[src/occr_pkg.sv]
package occr_pkg;
  // ****************************************
  // Register map
  // ****************************************
  localparam int          NUM_REGS       = 8;
  localparam logic [7:0]  OFS_OUT2_STD   = 8'h25;
  localparam logic [7:0]  OFS_DIV_HIGH   = 8'h28;
  localparam logic [7:0]  OFS_DIV_MID    = 8'h29;
  localparam logic [7:0]  OFS_DIV_LOW    = 8'h2a;
  localparam logic [7:0]  OFS_PHASE_STR  = 8'h2b;
  localparam logic [7:0]  OFS_DELAY      = 8'h2c;
  localparam logic [7:0]  OFS_SUPPLY_STD = 8'h2d;
  localparam logic [7:0]  OFS_LEGS_FUSE  = 8'h2f;
  localparam logic [7:0]  REG_RESET      = 8'h00;
  localparam logic [7:0]  UNMAPPED_READ  = 8'h00;

  // Storage indices
  localparam logic [2:0]  IDX_OUT2_STD   = 3'h0;
  localparam logic [2:0]  IDX_DIV_HIGH   = 3'h1;
  localparam logic [2:0]  IDX_DIV_MID    = 3'h2;
  localparam logic [2:0]  IDX_DIV_LOW    = 3'h3;
  localparam logic [2:0]  IDX_PHASE_STR  = 3'h4;
  localparam logic [2:0]  IDX_DELAY      = 3'h5;
  localparam logic [2:0]  IDX_SUPPLY_STD = 3'h6;
  localparam logic [2:0]  IDX_LEGS_FUSE  = 3'h7;

  // ****************************************
  // Field codes
  // ****************************************
  localparam logic [1:0]  PHASE_NORMAL   = 2'h0;
  localparam logic [1:0]  PHASE_BOTH_T   = 2'h1;
  localparam logic [1:0]  PHASE_BOTH_I   = 2'h2;
  localparam logic [1:0]  PHASE_SWAP     = 2'h3;
  localparam logic [2:0]  FINE_MAX_STEPS = 3'h4;
  localparam logic [7:0]  FINE_STEP_PS   = 8'h1e;
  localparam logic [2:0]  STD_MAX_DEF    = 3'h5;
  localparam logic [1:0]  SUPPLY_MAX_DEF = 2'h2;
  localparam logic [3:0]  LEGS_EXT_TERM  = 4'h0;
  localparam logic [3:0]  LEGS_PULL_DN   = 4'h1;
  localparam logic [3:0]  LEGS_PULL_UP   = 4'h2;
  localparam logic [3:0]  LEGS_CMOS_T    = 4'h4;
  localparam logic [3:0]  LEGS_CMOS_C    = 4'h8;
  localparam logic [3:0]  LEGS_CMOS_BOTH = 4'hc;
  localparam logic [1:0]  FUSE_WR_A      = 2'h1;
  localparam logic [1:0]  FUSE_WR_B      = 2'h2;

  // ****************************************
  // Field positions
  // ****************************************
  localparam int          RATIO_TOP_MSB  = 3;
  localparam int          RATIO_TOP_LSB  = 0;
  localparam int          PHASE_MSB      = 7;
  localparam int          PHASE_LSB      = 6;
  localparam int          STRENGTH_MSB   = 2;
  localparam int          STRENGTH_LSB   = 0;
  localparam int          COARSE_MSB     = 5;
  localparam int          COARSE_LSB     = 0;
  localparam int          FINE_MSB       = 7;
  localparam int          FINE_LSB       = 6;
  localparam int          FINE_EXT_BIT   = 4;
  localparam int          SUPPLY_MSB     = 4;
  localparam int          SUPPLY_LSB     = 3;
  localparam int          STD_MSB        = 2;
  localparam int          STD_LSB        = 0;
  localparam int          FUSE_MSB       = 7;
  localparam int          FUSE_LSB       = 6;
  localparam int          LEGS_MSB       = 3;
  localparam int          LEGS_LSB       = 0;
endpackage

[src/occr_byte_reg.sv]
`timescale 1ns/1ns
module occr_byte_reg #(
  parameter logic [7:0] RESET_VALUE = 8'h00
) (
  input  wire logic       clk,
  input  wire logic       nrst,
  input  wire logic       ce,
  input  wire logic       wr,
  input  wire logic [7:0] wdata,
  output logic      [7:0] q
);
  always_ff @(posedge clk)
  begin
    if (!nrst)
      q <= RESET_VALUE;
    else if (ce && wr)
      q <= wdata;
  end
endmodule

[src/occr_output_channel_config_regs.sv]
`timescale 1ns/1ns
module occr_output_channel_config_regs #(
  parameter int DIV_WIDTH = 20
) (
  input  wire logic                 clk,
  input  wire logic                 nrst,
  input  wire logic                 ce,
  input  wire logic                 wr_en,
  input  wire logic                 rd_en,
  input  wire logic [7:0]           addr,
  input  wire logic [7:0]           wdata,
  output logic      [7:0]           rdata,
  output logic                      rdata_valid,
  output logic      [2:0]           out2_driver_standard,
  output logic      [DIV_WIDTH-1:0] post_divider_ratio,
  output logic                      true_leg_source,
  output logic                      complement_leg_source,
  output logic      [2:0]           drive_strength,
  output logic      [5:0]           coarse_delay,
  output logic      [2:0]           fine_delay_steps,
  output logic      [7:0]           fine_delay_ps,
  output logic      [1:0]           supply_definition,
  output logic                      supply_reserved,
  output logic      [2:0]           driver_standard,
  output logic                      driver_reserved,
  output logic                      fuse_written,
  output logic                      diff_external_term,
  output logic                      diff_pull_up,
  output logic                      diff_pull_down,
  output logic                      true_leg_pin_cmos,
  output logic                      complement_leg_pin_cmos,
  output logic                      legs_reserved
);
  // ****************************************
  // Address decode
  // ****************************************
  wire logic       hit_out2   = (addr == occr_pkg::OFS_OUT2_STD);
  wire logic       hit_high   = (addr == occr_pkg::OFS_DIV_HIGH);
  wire logic       hit_mid    = (addr == occr_pkg::OFS_DIV_MID);
  wire logic       hit_low    = (addr == occr_pkg::OFS_DIV_LOW);
  wire logic       hit_phase  = (addr == occr_pkg::OFS_PHASE_STR);
  wire logic       hit_delay  = (addr == occr_pkg::OFS_DELAY);
  wire logic       hit_supply = (addr == occr_pkg::OFS_SUPPLY_STD);
  wire logic       hit_legs   = (addr == occr_pkg::OFS_LEGS_FUSE);
  wire logic       hit_any    = hit_out2 | hit_high | hit_mid | hit_low | hit_phase | hit_delay | hit_supply | hit_legs;
  wire logic [2:0] idx        = hit_out2   ? occr_pkg::IDX_OUT2_STD   :
                                hit_high   ? occr_pkg::IDX_DIV_HIGH   :
                                hit_mid    ? occr_pkg::IDX_DIV_MID    :
                                hit_low    ? occr_pkg::IDX_DIV_LOW    :
                                hit_phase  ? occr_pkg::IDX_PHASE_STR  :
                                hit_delay  ? occr_pkg::IDX_DELAY      :
                                hit_supply ? occr_pkg::IDX_SUPPLY_STD :
                                             occr_pkg::IDX_LEGS_FUSE;

  // ****************************************
  // Storage
  // ****************************************
  // Every byte stores all eight bits so spares read back as written
  logic [7:0] regs [occr_pkg::NUM_REGS];

  genvar g;
  generate
    for (g = 0; g < occr_pkg::NUM_REGS; g++)
    begin : g_reg
      occr_byte_reg #(
        .RESET_VALUE (occr_pkg::REG_RESET)
      ) u_reg (
        .clk   (clk),
        .nrst  (nrst),
        .ce    (ce),
        .wr    (wr_en && hit_any && (idx == 3'(g))),
        .wdata (wdata),
        .q     (regs[g])
      );
    end
  endgenerate

  wire logic [7:0] r_out2   = regs[occr_pkg::IDX_OUT2_STD];
  wire logic [7:0] r_high   = regs[occr_pkg::IDX_DIV_HIGH];
  wire logic [7:0] r_mid    = regs[occr_pkg::IDX_DIV_MID];
  wire logic [7:0] r_low    = regs[occr_pkg::IDX_DIV_LOW];
  wire logic [7:0] r_phase  = regs[occr_pkg::IDX_PHASE_STR];
  wire logic [7:0] r_delay  = regs[occr_pkg::IDX_DELAY];
  wire logic [7:0] r_supply = regs[occr_pkg::IDX_SUPPLY_STD];
  wire logic [7:0] r_legs   = regs[occr_pkg::IDX_LEGS_FUSE];

  // ****************************************
  // Field extraction
  // ****************************************
  // Bit positions live in the package so a map change touches one file
  wire logic [3:0] f_ratio_top = r_high[occr_pkg::RATIO_TOP_MSB:occr_pkg::RATIO_TOP_LSB];
  wire logic [1:0] f_phase     = r_phase[occr_pkg::PHASE_MSB:occr_pkg::PHASE_LSB];
  wire logic [2:0] f_strength  = r_phase[occr_pkg::STRENGTH_MSB:occr_pkg::STRENGTH_LSB];
  wire logic [5:0] f_coarse    = r_delay[occr_pkg::COARSE_MSB:occr_pkg::COARSE_LSB];
  wire logic [1:0] f_fine_low  = r_delay[occr_pkg::FINE_MSB:occr_pkg::FINE_LSB];
  wire logic       f_fine_ext  = r_legs[occr_pkg::FINE_EXT_BIT];
  wire logic [1:0] f_supply    = r_supply[occr_pkg::SUPPLY_MSB:occr_pkg::SUPPLY_LSB];
  wire logic [2:0] f_std       = r_supply[occr_pkg::STD_MSB:occr_pkg::STD_LSB];
  wire logic [2:0] f_out2_std  = r_out2[occr_pkg::STD_MSB:occr_pkg::STD_LSB];
  wire logic [1:0] f_fuse      = r_legs[occr_pkg::FUSE_MSB:occr_pkg::FUSE_LSB];
  wire logic [3:0] f_legs      = r_legs[occr_pkg::LEGS_MSB:occr_pkg::LEGS_LSB];

  // ****************************************
  // Field decode
  // ****************************************
  // No atomic update: the ratio passes through mixed bytes while software writes
  wire logic [DIV_WIDTH-1:0] next_ratio = DIV_WIDTH'({f_ratio_top, r_mid, r_low});
  // 0 selects true phase, 1 selects inverted phase
  wire logic       next_true_src = (f_phase == occr_pkg::PHASE_BOTH_I) |
                                   (f_phase == occr_pkg::PHASE_SWAP);
  wire logic       next_comp_src = (f_phase == occr_pkg::PHASE_NORMAL) |
                                   (f_phase == occr_pkg::PHASE_BOTH_I);
  wire logic [2:0] fine_code   = {f_fine_ext, f_fine_low};
  // Codes above four saturate rather than wrap, so a bad write never shrinks delay
  wire logic [2:0] next_fine   = (fine_code > occr_pkg::FINE_MAX_STEPS) ? occr_pkg::FINE_MAX_STEPS
                                                                        : fine_code;
  wire logic [7:0] next_fine_ps = 8'(next_fine * occr_pkg::FINE_STEP_PS);
  wire logic [1:0] next_supply = f_supply;
  wire logic [2:0] next_std    = f_std;
  // Either single-bit pattern marks the fuse as written
  wire logic       next_fuse   = (f_fuse == occr_pkg::FUSE_WR_A) |
                                 (f_fuse == occr_pkg::FUSE_WR_B);
  wire logic       next_ext    = (f_legs == occr_pkg::LEGS_EXT_TERM);
  wire logic       next_pu     = (f_legs == occr_pkg::LEGS_PULL_UP);
  wire logic       next_pd     = (f_legs == occr_pkg::LEGS_PULL_DN);
  wire logic       next_cmos_t = (f_legs == occr_pkg::LEGS_CMOS_T) |
                                 (f_legs == occr_pkg::LEGS_CMOS_BOTH);
  wire logic       next_cmos_c = (f_legs == occr_pkg::LEGS_CMOS_C) |
                                 (f_legs == occr_pkg::LEGS_CMOS_BOTH);
  // Undefined codes are flagged only; the analog side decides what to do
  wire logic       next_legs_rsv = ~(next_ext | next_pu | next_pd | next_cmos_t | next_cmos_c);
  wire logic       next_std_rsv  = (next_std > occr_pkg::STD_MAX_DEF);
  wire logic       next_sup_rsv  = (next_supply > occr_pkg::SUPPLY_MAX_DEF);

  // ****************************************
  // Read path
  // ****************************************
  // A read in the cycle of a write to the same byte returns the old value
  wire logic [7:0] next_rdata    = hit_any ? regs[idx] : occr_pkg::UNMAPPED_READ;

  // ****************************************
  // Output flops
  // ****************************************
  always_ff @(posedge clk)
  begin
    if (!nrst)
    begin
      rdata       <= occr_pkg::REG_RESET;
      rdata_valid <= 1'b0;
    end
    else if (ce)
    begin
      rdata_valid <= rd_en;
      if (rd_en)
        rdata <= next_rdata;
    end
  end

  // Decoded settings lag the register write by one cycle
  always_ff @(posedge clk)
  begin
    if (!nrst)
    begin
      out2_driver_standard    <= 3'h0;
      post_divider_ratio      <= '0;
      true_leg_source         <= 1'b0;
      complement_leg_source   <= 1'b0;
      drive_strength          <= 3'h0;
      coarse_delay            <= 6'h00;
      fine_delay_steps        <= 3'h0;
      fine_delay_ps           <= 8'h00;
      supply_definition       <= 2'h0;
      supply_reserved         <= 1'b0;
      driver_standard         <= 3'h0;
      driver_reserved         <= 1'b0;
      fuse_written            <= 1'b0;
      diff_external_term      <= 1'b0;
      diff_pull_up            <= 1'b0;
      diff_pull_down          <= 1'b0;
      true_leg_pin_cmos       <= 1'b0;
      complement_leg_pin_cmos <= 1'b0;
      legs_reserved           <= 1'b0;
    end
    else if (ce)
    begin
      out2_driver_standard    <= f_out2_std;
      post_divider_ratio      <= next_ratio;
      true_leg_source         <= next_true_src;
      complement_leg_source   <= next_comp_src;
      drive_strength          <= f_strength;
      coarse_delay            <= f_coarse;
      fine_delay_steps        <= next_fine;
      fine_delay_ps           <= next_fine_ps;
      supply_definition       <= next_supply;
      supply_reserved         <= next_sup_rsv;
      driver_standard         <= next_std;
      driver_reserved         <= next_std_rsv;
      fuse_written            <= next_fuse;
      diff_external_term      <= next_ext;
      diff_pull_up            <= next_pu;
      diff_pull_down          <= next_pd;
      true_leg_pin_cmos       <= next_cmos_t;
      complement_leg_pin_cmos <= next_cmos_c;
      legs_reserved           <= next_legs_rsv;
    end
  end
endmodule

[config.mk]
export PLATFORM = sky130hd
export DESIGN_NAME = occr_output_channel_config_regs
export DESIGN_NICKNAME = d
export VERILOG_FILES = /design/src/occr_pkg.sv /design/src/occr_byte_reg.sv /design/src/occr_output_channel_config_regs.sv
export SDC_FILE = /design/constraint.sdc
export NUM_CORES = 1
export LEC_CHECK = 0
export ABC_AREA = 0
export CORE_ASPECT_RATIO = 2
export CORE_MARGIN = 5
export CORE_UTILIZATION = 50
export DETAILED_ROUTE_END_ITERATION = 6
export DONT_BUFFER_PORTS = 1
export PLACE_DENSITY_LB_ADDON = 0.25
export SYNTH_ARGS = -nofsm -noshare
export SYNTH_HDL_FRONTEND = slang
export SYNTH_HIERARCHICAL = 1
export SYNTH_SLANG_ARGS = --single-unit
[constraint.sdc]
create_clock -name clk -period 5.6 [get_ports clk]
set_input_delay 0 -clock clk [delete_from_list [all_inputs] [get_ports clk]]
set_output_delay 0 -clock clk [all_outputs]
set_load 0.03 [all_outputs]
==> results.py, run 1 <==
metrics = {
    "floorplan": {
        "dieHeight_um": 168.9,
        "io_pins": 89,
        "start_util_pct": 50.60,
        "die_w_um": 89.48,
        "dieArea_mm2": 0.01512,
        "coreArea_mm2": 0.01248,
        "placementRows": 58,
    },
    "yosys": {
        "synth_seq_cells": 130,
        "ys.flop_type": "dfxtp_1",
        "synth_area_leaders": "dfxtp_1, o21ai_2, mux2i_1, nand4_1, nand2_1",
        "synth.top_cell.area_share_pct": 41.20,
        "syn_area_per_cell_um2": 9.275,
        "post-synth-top-count-cell": "dfxtp_1",
        "synth-edff-count": 0,
        "yosysWarnings": 6,
        "synth_common_cells": "dfxtp_1, nand2_1, nand4_1, o21ai_2, mux2i_1",
        "synth_nets": 711,
        "synth_cell_type_count": 53,
        "syn_area_mm2": 0.006316,
        "synthArstFlopShare_pct": 0,
        "synth_top_area_cell": "dfxtp_1",
        "seq_area_frac_synth_pct": 41.20,
        "synth_cells": 681,
    },
    "clocking": {
        "clk_latency_ns": 0.42,
        "cts-buffers-inserted": 17,
        "clk_pin_slew_ns": 0.06,
        "clock_sinks": 130,
        "cts-resized-gates": 0,
        "cts_root_buffer": "clkbuf_16",
        "clockBufferDepth": 2,
        "h-tree-depth": 4,
        "cts_tree": "built",
    },
    "routing": {
        "drc_errors": 0,
        "drtIter0Drc": 487,
        "ant_nets": 0,
        "wl_um": 17970,
        "firstDrtPassIters": 6,
        "post_drt_wl_per_cell_um": 22.08,
        "via_per_inst": 6.087,
        "vias": 4955,
    },
    "setup_path": {
        "path_class": "in2reg",
        "crit_fanout": 8,
        "cp-start-kind": "input pin",
        "arrival_ns": 3.12,
        "end_kind": "register",
        "worstPathRequired_ns": 5.96,
    },
    "power_and_ir_drop": {
        "max-vdd-ir-drop_mv": 0.2597,
        "power_density_mw_per_mm2": 328.2,
        "p_total_w": 0.002282,
        "p_leak_nw": 2.596,
    },
    "sta": {
        "slew_viol_final": 0,
        "finClkSkew_ns": 0.009850,
        "setup_viol": 0,
        "fmax_ghz": 0.3618,
        "max_slew_margin_pct": 13.99,
        "tns_ns": 0,
        "rsz0062_at_grt": "false",
        "layout_min_cycle_time_ns": 2.764,
        "hold_viol": 0,
        "fin_ws_ns": 2.836,
        "finalCritPeriodShare_pct": 49.35,
        "worst_pin_slew_ns": 1.278,
    },
    "status": {
        "outcome": "finished clean",
    },
    "flow_run": {
        "drv_cap": 0,
    },
    "cells_and_area": {
        "final_area_mm2": 0.006954,
        "areaGrowthSynthToFinish_pct": 10.10,
        "drive_gt1_share_pct": 16.87,
        "seq_area_mm2": 0.002603,
        "nNetsFinal": 681,
        "multi_input_area_mm2": 0.003229,
        "fill_cells": 1147,
        "stdcell_count": 814,
        "diodes": 0,
    },
    "place": {
        "dp.cells": 765,
        "dp_hpwl_um": 11980,
        "port_buffers": 0,
        "place_worst_setup_slack_ns": 3.017,
        "gp_congestion": 0.9223,
        "post_dp_cell_area_mm2": 0.006080,
    },
    "global_routing": {
        "grt_max_degree": 187,
        "gr-total-overflow": 0,
        "antenna_found_initial": 0,
        "grt_pass1_vias": 4783,
        "grt_first_pass_wirelength_um": 27790,
        "grt_usage_pct": 24.57,
    },
    "worst_hold_path": {
        "hp-class": "in2reg",
    },
}
==> per-stage QoR <==
step | hold slack (ns) | utilization [%]
floorplan | 0.1566 | -
global placement | 0.1230 | 48.71
detailed placement | 0.1260 | 48.71
CTS | 0.009426 | 55.71
global route | 0.04093 | 55.71
finish | 0.01903 | 55.71
==> kinds of logic after synthesis <==
group	Yosys count	share of synthesized area, %
buffers and inverters	81	7.666
AO/OA/AOI/OAI	139	17.31
AND/OR/NAND/NOR	264	22.56
flip-flops	130	41.20
other	1	0.05937
XOR/XNOR	3	0.4161
adder cells (fa/ha/maj)	9	2.139
multiplexers	54	8.637
==> power breakdown <==
group	leakage [nW]	switching [W]	internal, W	total (W)
logic	1.23	0.0000686	0.0000335	0.000102
clock network	0.317	0.000416	0.000829	0.00125
registers	1.05	0.00000726	0.000928	0.000935
total	2.60	0.000492	0.00179	0.00228
==> routing by layer <==
| layer | track usage (%) | vias up | part of all wire (%) |
|---|---|---|---|
| met5 | 0 | - | 0 |
| met4 | 16.92 | 0 | 7.2 |
| met3 | 6.235 | 64 | 7.2 |
| met2 | 39.58 | 212 | 50 |
| met1 | 27.48 | 2311 | 36 |
| li1 | - | 2368 | - |
==> flip-flops by register name, summed over array words and instances (netlist names) <==
name / count
driver_reserved: 1
complement_leg_pin_cmos: 1
supply_definition: 2
out2_driver_standard: 3
diff_pull_up: 1
fine_delay_steps: 3
true_leg_source: 1
legs_reserved: 1
drive_strength: 3
rdata_valid: 1
rdata: 8
fine_delay_ps: 6
fuse_written: 1
coarse_delay: 6
driver_standard: 3
supply_reserved: 1
post_divider_ratio: 20
diff_pull_down: 1
g.u_reg/q: 64
complement_leg_source: 1
diff_external_term: 1
true_leg_pin_cmos: 1
==> critical path, cell delays in order <==
cell	delay, ns
nor4b_1	0.81
nand3_1	0.39
nor3_1	0.33
dlygate4sd3_1	0.78
nand4_1	0.15
o21ai_2	0.10
dlygate4sd3_1	0.56
==> area by class of cell <==
type,count,area share (%)
clock inverters,11,2.861
inverters,14,0.7557
multi-input cells,470,46.44
well taps,150,2.699
repair buffers,18,3.059
flip-flops and latches,130,37.42
clock buffers,21,6.765
==> timing repair <==
| item | 4_1_cts | 5_1_grt |
|---|---|---|
| buffers inserted | 0 | 0 |
| hold buffers | 17 | 0 |
| hold endpoints to repair | 124 | 0 |
==> path summary, 6_finish.rpt <==
kind / from / endpoint / depth (start not counted) / slack [ns]
worst max register to register: g_reg[7].u_reg/q[4]$_SDFFE_PN0P_ / fine_delay_ps[7]$_SDFFE_PN0P_ / 9 / 3.01
worst min register to register: g_reg[1].u_reg/q[5]$_SDFFE_PN0P_ / g_reg[1].u_reg/q[5]$_SDFFE_PN0P_ / 2 / 0.46
worst max-delay path: addr[4] / g_reg[1].u_reg/q[0]$_SDFFE_PN0P_ / 7 / 2.84
worst min-delay path: nrst / rdata[3]$_SDFFE_PN0P_ / 3 / 0.02
==> cells in the final DEF, fill, tap and decap left out, drive strengths merged, types with 4 or more instances in the layout <==
cell type	n
bufinv	5
nand2b	14
clkbuf	21
ha	6
dfxtp	130
a211o	4
nand2	82
nor2	14
inv	15
o22ai	12
a21boi	9
a31oi	4
a211oi	4
nand3	9
nand4	65
mux2	4
a21oi	7
mux2i	50
and2	12
dlygate4sd3	15
nor2b	49
o21ai	77
nor3	7
o221ai	6
No activity file was read; power rests on OpenSTA's default activity.
==> run 2, diff against run 1 <==
==> constraint.sdc (replaced) <==
create_clock -name clk -period 2.49 [get_ports clk]
set_input_delay 0 -clock clk [delete_from_list [all_inputs] [get_ports clk]]
set_output_delay 0 -clock clk [all_outputs]
set_load 0.03 [all_outputs]
==> run 2 against run 1 <==
Sequential share of layout area fell by 3.5 points. Power rose by 110%. Sequential power rose by 120%. Routed wire length rose by 8.7%. Critical path depth rose by 1. Via count rose by 11%. Sequential cell count did not move. Largest power group unchanged. Setup slack got worse by 2.8 ns.
==> results.py, run 2 (synthesized netlist as in run 1, its figures left out) <==
metrics = {
    "status": {
        "outcome": "finished clean",
    },
    "cells_and_area": {
        "largest_reg_flops": 64,
        "areaGrowthSynthToFinish_pct": 21.61,
        "multi_input_area_mm2": 0.003246,
        "reg_top3": "g.u_reg/q: 64 flops, post_divider_ratio: 20 flops, rdata: 8 flops",
        "top_register": "g.u_reg/q",
        "final_area_mm2": 0.007681,
        "fin_util_pct": 61.54,
        "seq_area_mm2": 0.002603,
        "layout_commonest_cell": "dfxtp_1",
        "fill_cells": 1085,
        "diodes": 0,
        "stdcell_count": 896,
        "nNetsFinal": 763,
        "final_cell_mix": "dfxtp_1, dlygate4sd3_1, nand2_1",
        "drive_gt1_share_pct": 17.02,
    },
    "clocking": {
        "clock_sinks": 130,
        "cts_root_buffer": "clkbuf_16",
        "h-tree-depth": 4,
        "post_cts_buffers": 0,
        "clk_pin_slew_ns": 0.06,
        "clk_latency_ns": 0.42,
        "clockBufferDepth": 2,
        "cts_tree": "built",
        "cts-buffers-inserted": 17,
    },
    "power_and_ir_drop": {
        "power_density_mw_per_mm2": 622.7,
        "p_leak_nw": 2.930,
        "max-vdd-ir-drop_mv": 0.5499,
    },
    "setup_path": {
        "crit_fanout": 9,
        "path_common_cell": "dlygate4sd3_1",
        "reg2reg_depth": 9,
        "worstPathRequired_ns": 2.85,
        "end_kind": "register",
        "cp_slowest_stage_delay_ns": 0.64,
        "cp-start-kind": "input pin",
        "arrival_ns": 2.76,
        "critical_path_depth": 8,
        "cp_slowest_cell": "dlygate4sd3_1",
        "path_class": "in2reg",
        "cp_cell_sequence": "or4b_4 -> or3_4 -> nor2_1 -> buf_4 -> nand4_1 -> dlygate4sd3_1 -> o21ai_2 -> dlygate4sd3_1",
        "cp_num_buf_inv": 3,
        "cp_top_family": "buffers and inverters",
    },
    "global_routing": {
        "gr-total-overflow": 0,
        "grt_usage_pct": 26.71,
        "grt_first_pass_wirelength_um": 30550,
        "grt_pass1_vias": 5544,
        "grt_max_degree": 153,
        "antenna_found_initial": 0,
    },
    "floorplan": {
        "placementRows": 58,
        "coreArea_mm2": 0.01248,
        "dieArea_mm2": 0.01512,
        "die_w_um": 89.48,
        "io_pins": 89,
        "start_util_pct": 50.60,
        "dieHeight_um": 168.9,
    },
    "sta": {
        "finalCritPeriodShare_pct": 96.54,
        "layout_min_cycle_time_ns": 2.404,
        "max_slew_margin_pct": 30.13,
        "tns_ns": 0,
        "finClkSkew_ns": 0.006553,
        "setup_viol": 0,
        "fin_ws_ns": 0.08606,
        "fmax_ghz": 0.4160,
        "slew_viol_final": 0,
        "rsz0062_at_grt": "false",
        "worst_pin_slew_ns": 1.043,
        "hold_viol": 0,
    },
    "routing": {
        "wl_um": 19530,
        "drtIter0Drc": 519,
        "vias": 5493,
        "drc_errors": 0,
        "dr.max_layer_used": "met4",
        "met2_length_um": 9747,
        "wl_met1_um": 6830,
        "wl_met3_um": 1372,
        "ant_nets": 0,
        "post_drt_wl_per_cell_um": 21.80,
        "via_per_inst": 6.131,
        "firstDrtPassIters": 5,
    },
    "place": {
        "dp.cells": 775,
        "post_dp_cell_area_mm2": 0.006155,
        "dp_hpwl_um": 11960,
        "place_worst_setup_slack_ns": 0.1074,
        "port_buffers": 0,
        "gp_congestion": 0.9391,
    },
    "worst_hold_path": {
        "hp-class": "in2reg",
        "hold_path_depth": 3,
    },
    "flow_run": {
        "drv_cap": 0,
    },
}
run 2: cell types whose count changed in the layout (fill, tap and decap cells not counted), moves of 2 or more:
cell	previous run	this run
buf_4	1	11
bufinv_16	5	2
clkbuf_8	3	0
clkinv_2	0	2
clkinv_4	1	5
dlygate4sd3_1	15	87
run 2: path summary, 6_finish.rpt:
| check | from | slack [ns] | end |
|---|---|---|---|
| hold reg to reg | g_reg[1].u_reg/q[6]$_SDFFE_PN0P_ | 0.46 | g_reg[1].u_reg/q[6]$_SDFFE_PN0P_ |
| hold / removal | nrst | 0.03 | rdata[3]$_SDFFE_PN0P_ |
| setup / recovery | addr[4] | 0.09 | g_reg[6].u_reg/q[6]$_SDFFE_PN0P_ |
| setup reg to reg | g_reg[7].u_reg/q[4]$_SDFFE_PN0P_ | 0.16 | fine_delay_ps[7]$_SDFFE_PN0P_ |
run 2: worst min-delay path: stages:
cell      delay, ns
and2_1         0.20
nand2_1        0.10
o211ai_1       0.08
run 2: repair_timing:
action / 4_1_cts / 5_1_grt
setup endpoints to repair: 0 / 5
hold buffers: 88 / 1
hold endpoints to repair: 124 / 2
resized for setup: 0 / 5
run 2: per-layer routing:
layer,up-vias,GRT usage (%)
met5,-,0
met4,0,18.54
met3,86,6.819
met2,263,43.82
met1,2615,29.00
li1,2529,-
run 2: where the power goes:
| part | internal, W | switching, W |
|---|---|---|
| combinational | 0.0000781 | 0.000140 |
| clock | 0.00148 | 0.000977 |
| sequential | 0.00209 | 0.0000164 |
run 2: final cells by class:
class	count	area share, %
timing repair buffer	100	13.13
sequential	130	33.88
clock inverter	14	2.020
inverter	14	0.6842
clock buffer	18	5.587
tap	150	2.443
multi-input combinational	470	42.25
run 2: stage by stage:
| step | hold slack, ns | total power (W) |
|---|---|---|
| finish | 0.03034 | 0.004783 |
| global route | 0.04619 | 0.004939 |
| CTS | 0.001881 | 0.004810 |
| detailed placement | 0.1235 | 0.002240 |
| global placement | 0.1235 | 0.002239 |
| floorplan | 0.1566 | 0.002320 |
